### config.mk
export PLATFORM = sky130hd
export DESIGN_NAME = flash_write_qualify
export DESIGN_NICKNAME = d
export VERILOG_FILES = /design/src/logic/flash_front_pkg.sv /design/src/logic/flash_write_qualify.sv /design/src/logic/sector_decode.sv
export SDC_FILE = /design/constraint.sdc
export NUM_CORES = 1
export LEC_CHECK = 0
export BUFFER_PORTS_ARGS = -buffer_cell sky130_fd_sc_hd__buf_2
export CORE_MARGIN = 3
export CORE_UTILIZATION = 54
export CTS_CLUSTER_SIZE = 16
export DETAILED_ROUTE_END_ITERATION = 10
export PLACE_DENSITY_LB_ADDON = 0.08
export SLEW_MARGIN = 20
export SYNTH_ARGS = -nofsm -noshare
export SYNTH_HDL_FRONTEND = slang
export SYNTH_SLANG_ARGS = --single-unit
### constraint.sdc
create_clock -name clk_sys -period 3.1 [get_ports clk_sys]
set_input_delay 0.62 -clock clk_sys [delete_from_list [all_inputs] [get_ports clk_sys]]
set_output_delay 0.62 -clock clk_sys [all_outputs]
set_load 0.02 [all_outputs]
### src/logic/flash_front_pkg.sv
// constants and types for the flash write qualifier and sector decoder
package flash_front_pkg;

	localparam int ADDR_W = 20;
	localparam int SECT_W = 6;
	localparam int GRP_W  = 4;

	// small boot sectors: 4 Kwords, x16 span 1000h, x32 span 800h
	localparam int SMALL_SHIFT_X16 = 12;
	localparam int SMALL_SHIFT_X32 = 11;
	// main sectors: 32 Kwords, x16 span 8000h, x32 span 4000h
	localparam int MAIN_SHIFT_X16  = 15;
	localparam int MAIN_SHIFT_X32  = 14;
	// eight small sectors sit below the first main sector
	localparam logic [ADDR_W-1:0] BOOT_END_X16 = 20'h07fff;
	localparam logic [ADDR_W-1:0] BOOT_END_X32 = 20'h03fff;
	localparam logic [SECT_W-1:0] FIRST_MAIN_SECTOR = 6'h08;
	localparam logic [SECT_W-1:0] SMALL_PER_GROUP   = 6'h04;
	localparam logic [GRP_W-1:0]  FIRST_MAIN_GROUP  = 4'h2;
	// synced {mode_x32, reset pin, lockout} at reset: locked out
	localparam logic [2:0]        LVL_RESET         = 3'h1;

	typedef enum logic [1:0] {
		CMD_ARRAY_READ,
		CMD_ACCEPT,
		CMD_LOCKED
	} cmd_state_t;

	typedef struct packed {
		logic ce_n;
		logic oe_n;
		logic we_n;
	} strobes_t;

	typedef struct packed {
		logic [SECT_W-1:0] sector;
		logic [GRP_W-1:0]  group;
		logic              boot_small;
	} sector_info_t;

endpackage

### src/logic/flash_write_qualify.sv
// write cycle qualification, power-up and lockout inhibit, sector decode
`timescale 1ns/1ps
module flash_write_qualify
	import flash_front_pkg::*;
(
	input  wire logic                            clk_sys,
	input  wire logic                            reset,
	input  wire flash_front_pkg::strobes_t       strobes,
	input  wire logic [flash_front_pkg::ADDR_W-1:0] addr,
	input  wire logic                            mode_x32,
	input  wire logic                            reset_pin_n,
	input  wire logic                            supply_lockout_level,
	output logic                                 write_pulse,
	output logic [flash_front_pkg::ADDR_W-1:0]   write_addr,
	output flash_front_pkg::sector_info_t        write_sector,
	output logic                                 write_active,
	output logic                                 cmd_enable,
	output logic                                 array_read
);
	// ==================================================
	// input synchronisers
	// pulses shorter than one clock may be missed; no glitch
	// filter here, that is left to the pad cells
	strobes_t          strb_s1_q;
	strobes_t          strb_s2_q;
	logic [ADDR_W-1:0] addr_s1_q;
	logic [ADDR_W-1:0] addr_s2_q;
	logic [2:0]        lvl_s1_q;
	logic [2:0]        lvl_s2_q;
	logic              rst_pin_n_s;
	logic              lockout_s;
	logic              x32_s;

	// strobes park idle, so no write is seen out of reset
	always_ff @(posedge clk_sys or posedge reset)
	begin
		if (reset)
		begin
			strb_s1_q <= '1;
			strb_s2_q <= '1;
		end
		else
		begin
			strb_s1_q <= strobes;
			strb_s2_q <= strb_s1_q;
		end
	end

	// address is not gray coded: the host must hold it steady
	// from before the strobes fall until they rise again
	always_ff @(posedge clk_sys or posedge reset)
	begin
		if (reset)
		begin
			addr_s1_q <= '0;
			addr_s2_q <= '0;
		end
		else
		begin
			addr_s1_q <= addr;
			addr_s2_q <= addr_s1_q;
		end
	end

	// levels leave reset as locked out, so the machine passes
	// through the lockout state before it takes any write
	always_ff @(posedge clk_sys or posedge reset)
	begin
		if (reset)
		begin
			lvl_s1_q <= LVL_RESET;
			lvl_s2_q <= LVL_RESET;
		end
		else
		begin
			lvl_s1_q <= {mode_x32, reset_pin_n, supply_lockout_level};
			lvl_s2_q <= lvl_s1_q;
		end
	end

	assign {x32_s, rst_pin_n_s, lockout_s} = lvl_s2_q;

	// ==================================================
	// write qualification
	logic wr_cond;
	logic inhibit;

	assign wr_cond = !strb_s2_q.ce_n && !strb_s2_q.we_n && strb_s2_q.oe_n;
	// reset pin held through ramp
	// reset pin low is handled exactly like lockout
	assign inhibit = lockout_s || !rst_pin_n_s;

	// ==================================================
	// command state machine
	cmd_state_t        st_q;
	cmd_state_t        st_d;
	logic              act_q;
	logic              act_d;
	logic              pulse_q;
	logic              pulse_d;
	logic [ADDR_W-1:0] waddr_q;
	logic [ADDR_W-1:0] waddr_d;
	sector_info_t      wsec_q;
	sector_info_t      wsec_d;
	sector_info_t      dec_info;

	sector_decode u_decode
	(
		.addr     (addr_s2_q),
		.mode_x32 (x32_s),
		.info     (dec_info)
	);

	always_comb
	begin
		st_d    = st_q;
		act_d   = act_q;
		pulse_d = 1'b0;
		waddr_d = waddr_q;
		wsec_d  = wsec_q;
		case (st_q)
			CMD_ARRAY_READ:
			begin
				// no command from strobes held at power-up
				// strobes must leave the write state first
				if (inhibit)
					st_d = CMD_LOCKED;
				else if (!wr_cond)
					st_d = CMD_ACCEPT;
			end
			CMD_ACCEPT:
			begin
				if (inhibit)
				begin
					// a write cut by lockout gives no pulse
					st_d  = CMD_LOCKED;
					act_d = 1'b0;
				end
				else if (wr_cond && !act_q)
				begin
					// address and sector held until next start
					act_d   = 1'b1;
					waddr_d = addr_s2_q;
					wsec_d  = dec_info;
				end
				else if (!wr_cond && act_q)
				begin
					// command taken on write strobe release
					act_d   = 1'b0;
					pulse_d = 1'b1;
				end
			end
			CMD_LOCKED:
			begin
				// any write caught here is simply dropped
				act_d = 1'b0;
				if (!inhibit)
					st_d = CMD_ARRAY_READ;
			end
			default:
				st_d = CMD_ARRAY_READ;
		endcase
	end

	always_ff @(posedge clk_sys or posedge reset)
	begin
		if (reset)
		begin
			st_q    <= CMD_ARRAY_READ;
			act_q   <= 1'b0;
			pulse_q <= 1'b0;
			waddr_q <= '0;
			wsec_q  <= '0;
		end
		else
		begin
			st_q    <= st_d;
			act_q   <= act_d;
			pulse_q <= pulse_d;
			waddr_q <= waddr_d;
			wsec_q  <= wsec_d;
		end
	end

	// ==================================================
	// registered outputs
	// every output is a flop, in step with the machine state
	logic en_q;
	logic en_d;
	logic rd_q;
	logic rd_d;

	always_comb
	begin
		en_d = (st_d == CMD_ACCEPT);
		// array read unless a write is under way
		rd_d = (st_d != CMD_ACCEPT) || !act_d;
	end

	always_ff @(posedge clk_sys or posedge reset)
	begin
		if (reset)
		begin
			en_q <= 1'b0;
			rd_q <= 1'b1;
		end
		else
		begin
			en_q <= en_d;
			rd_q <= rd_d;
		end
	end

	assign write_pulse  = pulse_q;
	assign write_addr   = waddr_q;
	assign write_sector = wsec_q;
	assign write_active = act_q;
	assign cmd_enable   = en_q;
	assign array_read   = rd_q;
endmodule

### src/logic/sector_decode.sv
// word address to sector and sector group decoder
`timescale 1ns/1ps
module sector_decode
	import flash_front_pkg::*;
(
	input  wire logic [ADDR_W-1:0] addr,
	input  wire logic              mode_x32,
	output sector_info_t           info
);
	logic [ADDR_W-1:0] boot_end;
	logic [SECT_W-1:0] sec;

	always_comb
	begin
		boot_end = mode_x32 ? BOOT_END_X32 : BOOT_END_X16;
		info = '0;
		if (addr <= boot_end)
		begin
			if (mode_x32)
				sec = SECT_W'(addr >> SMALL_SHIFT_X32);
			else
				sec = SECT_W'(addr >> SMALL_SHIFT_X16);
			info.boot_small = 1'b1;
			info.sector = sec;
			info.group = GRP_W'(sec / SMALL_PER_GROUP);
		end
		else
		begin
			if (mode_x32)
				sec = SECT_W'(addr >> MAIN_SHIFT_X32);
			else
				sec = SECT_W'(addr >> MAIN_SHIFT_X16);
			info.sector = sec - SECT_W'(1) + FIRST_MAIN_SECTOR;
			info.group = GRP_W'(info.sector - FIRST_MAIN_SECTOR)
				+ FIRST_MAIN_GROUP;
		end
	end
endmodule

* Word level (Yosys, flattened, before mapping)
Cells that the tools add are included.
** Storage, ports and cells
- Register bits after elaboration :: 89
- Logic and storage cells :: 62
- Output and inout port bits :: 35
** Cells by class
- Bitwise operators :: 1
- Magnitude comparators :: 1
- Muxes and demuxes :: 19
- Add/sub/neg operators :: 4
- Equality and inequality tests :: 4
- Reductions and logical operators :: 14
** Operators by type and width (count)
- $le 20x20->1 :: 1
- $mux 6 :: 3
- $mux 15 :: 1
- $mux 10 :: 1
- $mux 1 :: 8
- $mux 2 :: 4
- $add 6x4->6 const B :: 1
- $logic_not 1->1 :: 6
- $pmux 2 s3 :: 1
- $sub 6x1->6 const B :: 1
- $add 4x2->4 const B :: 1
- $eq 2x1->1 const B :: 2
- $logic_and 1x1->1 :: 4
- $sub 4x4->4 const B :: 1
- $reduce_and 3->1 :: 1
- $eq 2x2->1 const B :: 1
- $logic_not 2->1 :: 1
- $logic_or 1x1->1 :: 2
- $ne 2x1->1 const B :: 1
- $pmux 1 s2 :: 1
- $not 1->1 :: 1

* Logic depth before layout (Yosys ltp)
Gate-level depths: netlist of run 1.
- Depth in word-level cells :: 11
- Depth in mapped cells :: 10
- Mapped depth without buffers :: 9

* By module
A second synthesis of run 1 with hierarchy kept.
** Unflattened totals
- Cell total of the unflattened synthesis :: 203
- Area, all modules :: 3389.5 µm²
** Modules (own cells, without submodules)
- flash_write_qualify :: seq. area each 2238.4 µm², area an instance 2984.1 µm², times used 1, cells each 150
- sector_decode :: seq. area each 0.0 µm², area an instance 405.4 µm², times used 1, cells each 53

* Worst setup path after synthesis of run 1
No wires, ideal clock.
- Path type :: reg2reg
- From :: register lvl_s2_q[2]
- To :: register wsec_q (netlist bit write_sector[6])
- Arrival :: 1.809 ns
- Stages on the path, launching flop included :: 7
- Required time :: 2.954 ns
- Setup slack :: 1.145 ns
- Cells stage by stage :: dfrtp_1 ha_1 nand4_1 o41ai_1 and2_0 buf_2 o311ai_0
** Between the ends
- Cells in the longest elaborated chain, start to end :: 5
- Elaborated cells on any way between the ends :: 8
** RTL lines
- start, declared :: line flash_write_qualify.sv:29 : logic [2:0] lvl_s2_q;
- start signal, assigned :: line flash_write_qualify.sv:77 : lvl_s2_q <= lvl_s1_q;
- $mux 6 :: line sector_decode.sv:29 : if (mode_x32)
- $mux 6 :: line sector_decode.sv:17 : if (addr <= boot_end)
- $sub 6x1->6 :: line sector_decode.sv:33 : info.sector = sec - SECT_W'(1) + FIRST_MAIN_SECTOR;
- $add 6x4->6 :: line sector_decode.sv:33
- $mux 10 (*) :: line sector_decode.sv:17
- end signal, assigned :: line flash_write_qualify.sv:181 : wsec_q <= wsec_d;
- end, declared :: line flash_write_qualify.sv:103 : sector_info_t wsec_q;
Mark *: on every way between the ends. The rest lies on a longest branch, timed or not. The select of a mux whose other input is x is not followed.
A chain may end at the register's enable or synchronous reset.

* Worst setup path in the final report of run 1
- From :: register addr_s2_q[14]
- To :: register wsec_q (netlist bit write_sector[2])
** Between the ends
- Cells in the longest elaborated chain, start to end :: 7
- Elaborated cells on any way between the ends :: 9
** RTL lines
- start, declared :: line flash_write_qualify.sv:27 : logic [ADDR_W-1:0] addr_s2_q;
- start signal, assigned :: line flash_write_qualify.sv:61 : addr_s2_q <= addr_s1_q;
- $mux 6 :: line sector_decode.sv:29
- $mux 6 :: line sector_decode.sv:17
- $sub 6x1->6 :: line sector_decode.sv:33
- $add 6x4->6 :: line sector_decode.sv:33
- $sub 4x4->4 :: line sector_decode.sv:34 : info.group = GRP_W'(info.sector - FIRST_MAIN_SECTOR)
- $add 4x2->4 :: line sector_decode.sv:35 : + FIRST_MAIN_GROUP;
- $mux 10 (*) :: line sector_decode.sv:17
Marked as above.

==> results by group, run 1 <==
STA
  • Least-Margin Pin Slew: 0.877 ns
  • Headroom to the max-slew limit: 0.407
  • Crit path time final: 2.53 ns
  • Fin. max-slew vios: 0
  • Unrepaired setup endpoints after global routing: false
  • Final setup violation count: 0
  • Final worst slack: 0.565 ns
  • Clock Skew: 0.0122 ns
  • Crit share post-route: 0.818
  • Sum Neg Setup Slack: 0 ns
  • Final Hold Vio Count: 0
  • Max Clk Rate: 395 MHz

Clock tree
  • Hold_buf cts: 0
  • Register clock-pin slew on the reported worst setup and hold paths: 0.09 ns
  • Clk_lat worst skew: 0.36 ns
  • Post-cts resize count: 0
  • H-tree levels: 3
  • CTS tree: yes
  • Post-CTS Setup Inserts: 0
  • Clock root cell: clkbuf_8
  • Clock Path Buffers: 2
  • Clock Sinks: 89
  • CTS buffer count: 9

Critical path
  • Crit. End Element: register
  • Crit Path Max Fanout: 7
  • CP Class: register to register
  • Crit-path cells: ha_1 -> nand4_1 -> o41ai_1 -> and2_0 -> o311ai_0
  • R2r endpoint: write_sector[2]
  • Critical path's slowest cell: o41ai_1
  • Worst reg-to-reg setup slack: 0.57 ns
  • CP arrival: 2.72 ns
  • Startpoint types: register
  • Worst reg2reg path depth: 5
  • Reg2reg start: addr_s2_q[14]
  • Worst EP required: 3.29 ns
  • CP peak stage delay: 0.83 ns

Synthesis
  • Syn Inst Count: 263
  • Mux cell area share after synthesis: 0.0358
  • Post-synth EDFFs: 0
  • Post-synthesis register bit count: 89
  • Compound-Gate Fraction of Synth Area: 0.0673
  • Number of synthesis warnings: 0
  • Post-Synth Simple-Gate Area: 0.153
  • Synthesized cell area: 3250 um2
  • Largest family of logic cells by synthesized area: simple AND/OR/NAND/NOR gates
  • Prevailing post-synth register cell: dfrtp_1
  • Synthesized net count: 298
  • Post-synthesis sequential area ratio: 0.688
  • Fraction of registers with async set/reset: 1.00
  • Mean Syn Cell Area: 12.4 um2
  • Library cells used by synthesis: 44
  • Synth Area in XOR/XNOR: 0.00269
  • Adder-cell share of the synthesized area: 0.0269

Placement
  • Dpl hpwl: 4130 um
  • Placer congestion estimate: 0.795
  • PortBufs: 62
  • Place WS: 0.665 ns

Cells and area
  • Area growth, synth to finish: 18.6%
  • FILL cells: 422
  • Commonest non-fill, non-tap cell in the layout: dfrtp_1
  • Final net count: 367
  • Diode count: 0
  • Most frequent cells in the layout: dfrtp_1 (80), nand2_1 (69), buf_2 (62)
  • Share of layout cells above drive strength 1: 0.297

Floorplan
  • Die Y: 83.6 um
  • Row count: 27
  • Die width: 83.6 um
  • Ports: 63
  • Die ar.: 6990 um2
  • Initial Utilization: 0.573
  • Core Footprint: 5680 um2

Route
  • ANT nets after route: 0
  • Total Wirelength: 5900 um
  • Vias per inst: 5.17
  • # DRC: 0
  • DRT iter0 DRCs: 155
  • WL per Instance: 14.4 um
  • 1st-pass router iterations: 4
  • DR vias: 2113

Global routing
  • First-pass GRT wire length: 10300 um
  • Largest net degree at the start of global routing: 42
  • Initial antenna violation count: 0
  • Global route overflow: 0
  • Gr usage total: 0.186
  • Vias in the first global route: 2155

Outcome
  • Status: complete, no violations

Flow run
  • Max-Cap Viols: 0

Power
  • Leakage: 1.96 nW
  • Power density cells: 685 nW/um2
  • Maximum VDD drop: 0.000424 V

Min path
  • Hold Path Class: primary input to asynchronous set/reset pin
## where the power goes
part	internal (mW)	leakage, nW	switching (mW)
Sequential	1.29	1.10	0.0785
Combinational	0.165	0.754	0.267
Clock	0.455	0.104	0.392
## metal layers
layer | share of wire | routed length [um] | GRT usage
met1 | 0.44 | 2570 | 0.241
met2 | 0.48 | 2850 | 0.292
met3 | 0.062 | 366 | 0.0553
met4 | 0.020 | 119 | 0.0804
met5 | 0 | 0 | 0
## synthesized netlist by cell type, types with 3 or more instances
master,n,area [um2]
a21oi_1,3,15.0
and2_1,4,25.0
buf_2,4,20.0
clkbuf_1,4,15.0
dfrtp_1,80,2000
dfstp_2,9,236
ha_1,7,87.6
inv_1,8,30.0
mux2_2,5,56.3
mux2i_1,6,60.1
nand2_1,69,259
nand3_1,5,25.0
nand4_1,5,31.3
nor2_1,7,26.3
nor3b_1,3,22.5
o21ai_0,5,25.0
o311ai_0,3,26.3
## critical path: cells and delay by family, from the launching register on
kind	cells	cell delay (ns)
simple gates	2	0.59
compound gates	2	1.01
flops	1	0.45
fa+ha+maj	1	0.32
## final cells by class
type | count | area (um2) | share of cell area
Tap cell | 72 | 90.1 | 0.0233
Inverter | 8 | 31.3 | 0.00810
Sequential cell | 89 | 2240 | 0.580
Clock buffer | 11 | 131 | 0.0340
Multi-Input combinational cell | 156 | 933 | 0.242
Clock inverter | 5 | 81.3 | 0.0211
Timing Repair Buffer | 68 | 355 | 0.0920
## how the worst max path moves through the flow
stage	end	depth (start not counted)	slack, ns	start
2_1_floorplan	addr_s1_q[0]	1	0.19	reset
3_3_place_gp	write_sector[2]	5	0.72	addr_s2_q[14]
3_5_place_dp	write_sector[2]	5	0.67	addr_s2_q[14]
4_1_cts	write_sector[2]	5	0.63	addr_s2_q[14]
5_1_grt	write_sector[2]	5	0.45	addr_s2_q[14]
6_report	write_sector[2]	5	0.57	addr_s2_q[14]
## kinds of logic (layout without fill, tap and decap cells)
| family | after synthesis | after routing |
|---|---|---|
| xor gates and xnor gates | 1 | 1 |
| adders and majority gates | 7 | 7 |
| buffers and inverters | 18 | 92 |
| AOI/OAI and AO/OA | 28 | 28 |
| and+or+nand+nor | 109 | 109 |
| muxes | 11 | 11 |
| DFF | 89 | 89 |
## registers in the layout, indices dropped and copies added, names as in the netlist, 2 cells and up
signal        count
lvl_s2_q          3
addr_s2_q        20
lvl_s1_q          3
st_q              2
write_sector     11
addr_s1_q        20
strb_s1_q         3
write_addr       20
strb_s2_q         3
## metrics by stage
stage	total power [mW]	utilization	cells	cell area [um2]	hold WS [ns]
after floorplan	1.67	-	263	3250	0.331
after global placement	1.81	0.643	393	3650	0.333
after detailed placement	1.83	0.643	393	3650	0.335
after CTS	2.67	0.680	409	3860	0.332
after global routing	2.79	0.680	409	3860	0.334
final	2.65	0.680	409	3860	0.326
Power figures use the tool's default switching activity.
==> run 2: changes to the inputs <==
- CORE_UTILIZATION: 54 -> 49
- clock period: 3.1 -> 2.1 ns (I/O delays scaled with it)
==> run 2 against run 1 <==
Compared with the run above: utilization decreased by 6.0 points; die area is 9.5% higher; power increased by 46%; register-to-register slack worse by 0.43 ns; non-clock buffer count grew 5; clock-buffer cell count down 1; final area grew 2.5%; clock skew shrank 0.0040 ns; clock power rose by 39%.
==> results by group, run 2 (synthesized netlist as in run 1, its figures left out) <==
Cells and area
  • Share of layout cells above drive strength 1: 0.319
  • Area growth, synth to finish: 21.6%
  • Commonest non-fill, non-tap cell in the layout: dfrtp_1
  • Most frequent cells in the layout: dfrtp_1 (80), nand2_1 (69), buf_2 (62)
  • Final net count: 372
  • Non-Filler Instances: 419
  • Diode count: 0
  • Final core occ: 0.620

STA
  • Headroom to the max-slew limit: 0.698
  • Final setup violation count: 0
  • Final worst slack: 0.131 ns
  • Max Clk Rate: 508 MHz
  • Final Hold Vio Count: 0
  • Clock Skew: 0.00815 ns
  • Unrepaired setup endpoints after global routing: true
  • Hold WS: 0.161 ns
  • Fin. max-slew vios: 0
  • Least-Margin Pin Slew: 0.454 ns
  • Crit share post-route: 0.938
  • Crit path time final: 1.97 ns

Floorplan
  • Core Footprint: 6390 um2
  • Die Y: 87.5 um
  • Die ar.: 7660 um2
  • Initial Utilization: 0.510
  • Die width: 87.5 um
  • Ports: 63
  • Row count: 29

Route
  • DR vias: 2097
  • Total Wirelength: 5850 um
  • ANT nets after route: 0
  • 1st-pass router iterations: 4
  • WL per Instance: 14.0 um
  • Vias per inst: 5.00
  • # DRC: 0
  • DRT iter0 DRCs: 111

Clock tree
  • Clock Sinks: 89
  • CTS tree: yes
  • Clk_lat worst skew: 0.35 ns
  • Clock root cell: clkbuf_8
  • H-tree levels: 3
  • CTS buffer count: 9
  • Clock Path Buffers: 2
  • Register clock-pin slew on the reported worst setup and hold paths: 0.08 ns
  • Post-CTS Setup Inserts: 0

Power
  • Leakage: 2.00 nW
  • Clock network power share: 0.307
  • Logic pwr share: 0.172
  • Power Total: 3.86 mW
  • Switch share: 0.288
  • Sequential power share: 0.521
  • Pint: 2.74 mW
  • Sw Pwr: 1.11 mW
  • Power density cells: 974 nW/um2
  • Maximum VDD drop: 0.000600 V

Critical path
  • CP Class: register to register
  • Crit. End Element: register
  • Crit Path Max Fanout: 25
  • Crit path from: strb_s2_q[1]
  • Worst reg-to-reg setup slack: 0.13 ns
  • Startpoint types: register
  • Reg2reg start: strb_s2_q[1]
  • CP arrival: 2.21 ns
  • Worst EP required: 2.34 ns

Placement
  • # placed instances: 403
  • Placer congestion estimate: 0.826
  • PortBufs: 62
  • Place WS: 0.133 ns
  • Dpl hpwl: 3990 um

Global routing
  • Vias in the first global route: 2095
  • Largest net degree at the start of global routing: 90
  • First-pass GRT wire length: 9970 um
  • Global route overflow: 0
  • Gr usage total: 0.174
  • Initial antenna violation count: 0

Outcome
  • Status: complete, no violations

Min path
  • Origin of the worst min-delay path: strobes[2]
  • Hold Path Class: primary input to register

Flow run
  • Max-Cap Viols: 0
## run 2: cell count changes in the layout (fill, tap and decap cells not counted), moves of 2 or more
| cell | delta |
|---|---|
| o311ai_0 | -2 |
| clkbuf_1 | -2 |
| buf_12 | +4 |
| o311ai_1 | +2 |
## run 2: timing repair
| action | 4_1_cts | 5_1_grt |
|---|---|---|
| resized for setup | 0 | 5 |
| hold buffers | 0 | 0 |
| endpoints found under the setup margin | 0 | 5 |
## run 2: critical path: stages (launching register included)
cell and delay (ns):
dfstp_2 0.52, or3b_1 0.39, or3_1 0.42, buf_12 0.18, a221o_1 0.34
## run 2: per-stage QoR
step	area, um2	setup TNS [ns]
floorplan	3260	0
global placement	3740	0
detailed placement	3740	0
CTS	3950	0
global route	3960	-0.0176
finish	3960	0
## run 2: layout make-up
cell class / count / area (um2)
repair buffers: 73 / 443
fillers: 538 / 2430
inverters: 8 / 33.8
clock buffers: 10 / 138
flip-flops and latches: 89 / 2240
clock inverters: 6 / 65.1
multi-input cells: 156 / 945
well taps: 77 / 96.3
## run 2: final timing paths
kind,to,cells after the start
min reg2reg,addr_s2_q[14],0
max in group asynchronous,array_read,3
max reg2reg,write_sector[7],4
min,strb_s1_q[2],1
min in group asynchronous,addr_s1_q[7],3
max,write_sector[7],4
## run 2: routing by layer
layer  wire length (um)  track usage
met2               2830        0.269
met1               2630        0.230
met5                  0            0
met3                258       0.0426
met4                131       0.0879
## run 2: power by group through the flow
stage	Combinational (mW)	Clock (mW)	Sequential, mW
2_1_floorplan	0.287	0	2.17
3_3_place_gp	0.647	0	2.04
3_5_place_dp	0.659	0	2.05
4_1_cts	0.667	1.23	2.01
5_1_grt	0.754	1.30	2.03
6_report	0.662	1.18	2.01
==> run 3: changes to the inputs <==
- CORE_UTILIZATION: 49 -> 58
- clock period: 2.1 -> 2.29 ns (I/O delays scaled with it)
==> run 3 against run 2 <==
Compared with the run above: die area fell by 14%; via count grew 2.0%; utilization is 12 points higher; highest routed layer unchanged.
==> results by group, run 3 (synthesized netlist as in run 1, its figures left out) <==
Critical path
  • Crit Path Max Fanout: 9
  • Crit path from: lvl_s2_q[2]
  • CP arrival: 2.29 ns
  • Crit. End Element: register
  • Crit-path leading delay family: simple AND/OR/NAND/NOR gates
  • Startpoint types: register
  • Worst EP required: 2.55 ns
  • Reg2reg start: lvl_s2_q[2]
  • Critical path's slowest cell: or4_1
  • Worst reg-to-reg setup slack: 0.26 ns
  • CP Class: register to register
  • CP peak stage delay: 0.56 ns
  • Worst path bufs/invs: 1
  • Crit-path cells: buf_4 -> and2_1 -> or4_1 -> and4_1 -> o41ai_2

Cells and area
  • Final net count: 370
  • Final core occ: 0.742
  • Area growth, synth to finish: 20.1%
  • Share of layout cells above drive strength 1: 0.306
  • Most frequent cells in the layout: dfrtp_1 (80), nand2_1 (69), buf_2 (62)
  • Non-Filler Instances: 410
  • Diode count: 0
  • Commonest non-fill, non-tap cell in the layout: dfrtp_1

Clock tree
  • Post-cts resize count: 0
  • Hold_buf cts: 0
  • CTS tree: yes
  • Register clock-pin slew on the reported worst setup and hold paths: 0.09 ns
  • Clock root cell: clkbuf_8
  • Clock Sinks: 89
  • Clk_lat worst skew: 0.36 ns
  • CTS buffer count: 9
  • Clock Path Buffers: 2
  • H-tree levels: 3
  • Post-CTS Setup Inserts: 0

Min path
  • Origin of the worst min-delay path: strobes[1]
  • Hold Path Class: primary input to register

Route
  • 1st-pass router iterations: 5
  • ANT nets after route: 0
  • Vias per inst: 5.22
  • DR vias: 2139
  • DRT iter0 DRCs: 94
  • WL per Instance: 14.7 um
  • Total Wirelength: 6020 um
  • # DRC: 0

STA
  • Least-Margin Pin Slew: 0.441 ns
  • Crit path time final: 2.03 ns
  • Final setup violation count: 0
  • Max Clk Rate: 492 MHz
  • Unrepaired setup endpoints after global routing: false
  • Crit share post-route: 0.887
  • Sum Neg Setup Slack: 0 ns
  • Hold WS: 0.193 ns
  • Final Hold Vio Count: 0
  • Headroom to the max-slew limit: 0.706
  • Final worst slack: 0.259 ns
  • Fin. max-slew vios: 0
  • Clock Skew: 0.00719 ns

Global routing
  • Initial antenna violation count: 0
  • First-pass GRT wire length: 9960 um
  • Vias in the first global route: 2160
  • Gr usage total: 0.206
  • Largest net degree at the start of global routing: 90
  • Global route overflow: 0

Flow run
  • Max-Cap Viols: 0

Power
  • Maximum VDD drop: 0.000667 V
  • Power density cells: 929 nW/um2
  • Leakage: 1.98 nW

Floorplan
  • Core Footprint: 5270 um2
  • Ports: 63
  • Die ar.: 6550 um2
  • Die width: 80.9 um
  • Initial Utilization: 0.618
  • Row count: 26
  • Die Y: 80.9 um

Placement
  • # placed instances: 394
  • PortBufs: 62
  • Placer congestion estimate: 0.784
  • Place WS: 0.268 ns
  • Dpl hpwl: 4160 um

Outcome
  • Status: complete, no violations
run 3: cell type report:
cell class              count  area [um2]
fillers                   389        1360
inverters                   8        33.8
clock inverters             7         101
clock buffers               9         124
flip-flops and latches     89        2240
repair buffers             71         390
well taps                  70        87.6
multi-input cells         156         933
run 3: layer usage:
layer | vias up | part of all wire | track usage | routed length [um]
li1 | 1032 | - | - | -
met1 | 1047 | 0.41 | 0.232 | 2480
met2 | 52 | 0.53 | 0.365 | 3170
met3 | 8 | 0.047 | 0.0543 | 286
met4 | 0 | 0.014 | 0.0963 | 86
met5 | - | 0 | 0 | 0
run 3: through the flow:
step                      power [mW]  cell area (um2)
after floorplan                 2.26             3260
after global placement          2.45             3680
after detailed placement        2.48             3680
after CTS                       3.66             3910
after global routing            3.82             3910
final                           3.63             3910
run 3: report_power, final:
part           switching, mW  total, mW  internal [mW]  leakage (nW)
registers              0.104       1.85           1.74          1.10
clock network          0.558       1.19          0.628         0.114
logic                  0.369      0.598          0.229         0.769
run 3: path summary, 6_finish.rpt:
kind	cells after the start	endpoint
worst min register to register	0	addr_s2_q[13]
min in group asynchronous	3	cmd_enable
worst min-delay path	1	strb_s1_q[1]
worst max register to register	5	write_sector[4]
worst max-delay path	5	write_sector[4]
max in group asynchronous	3	strb_s2_q[0]
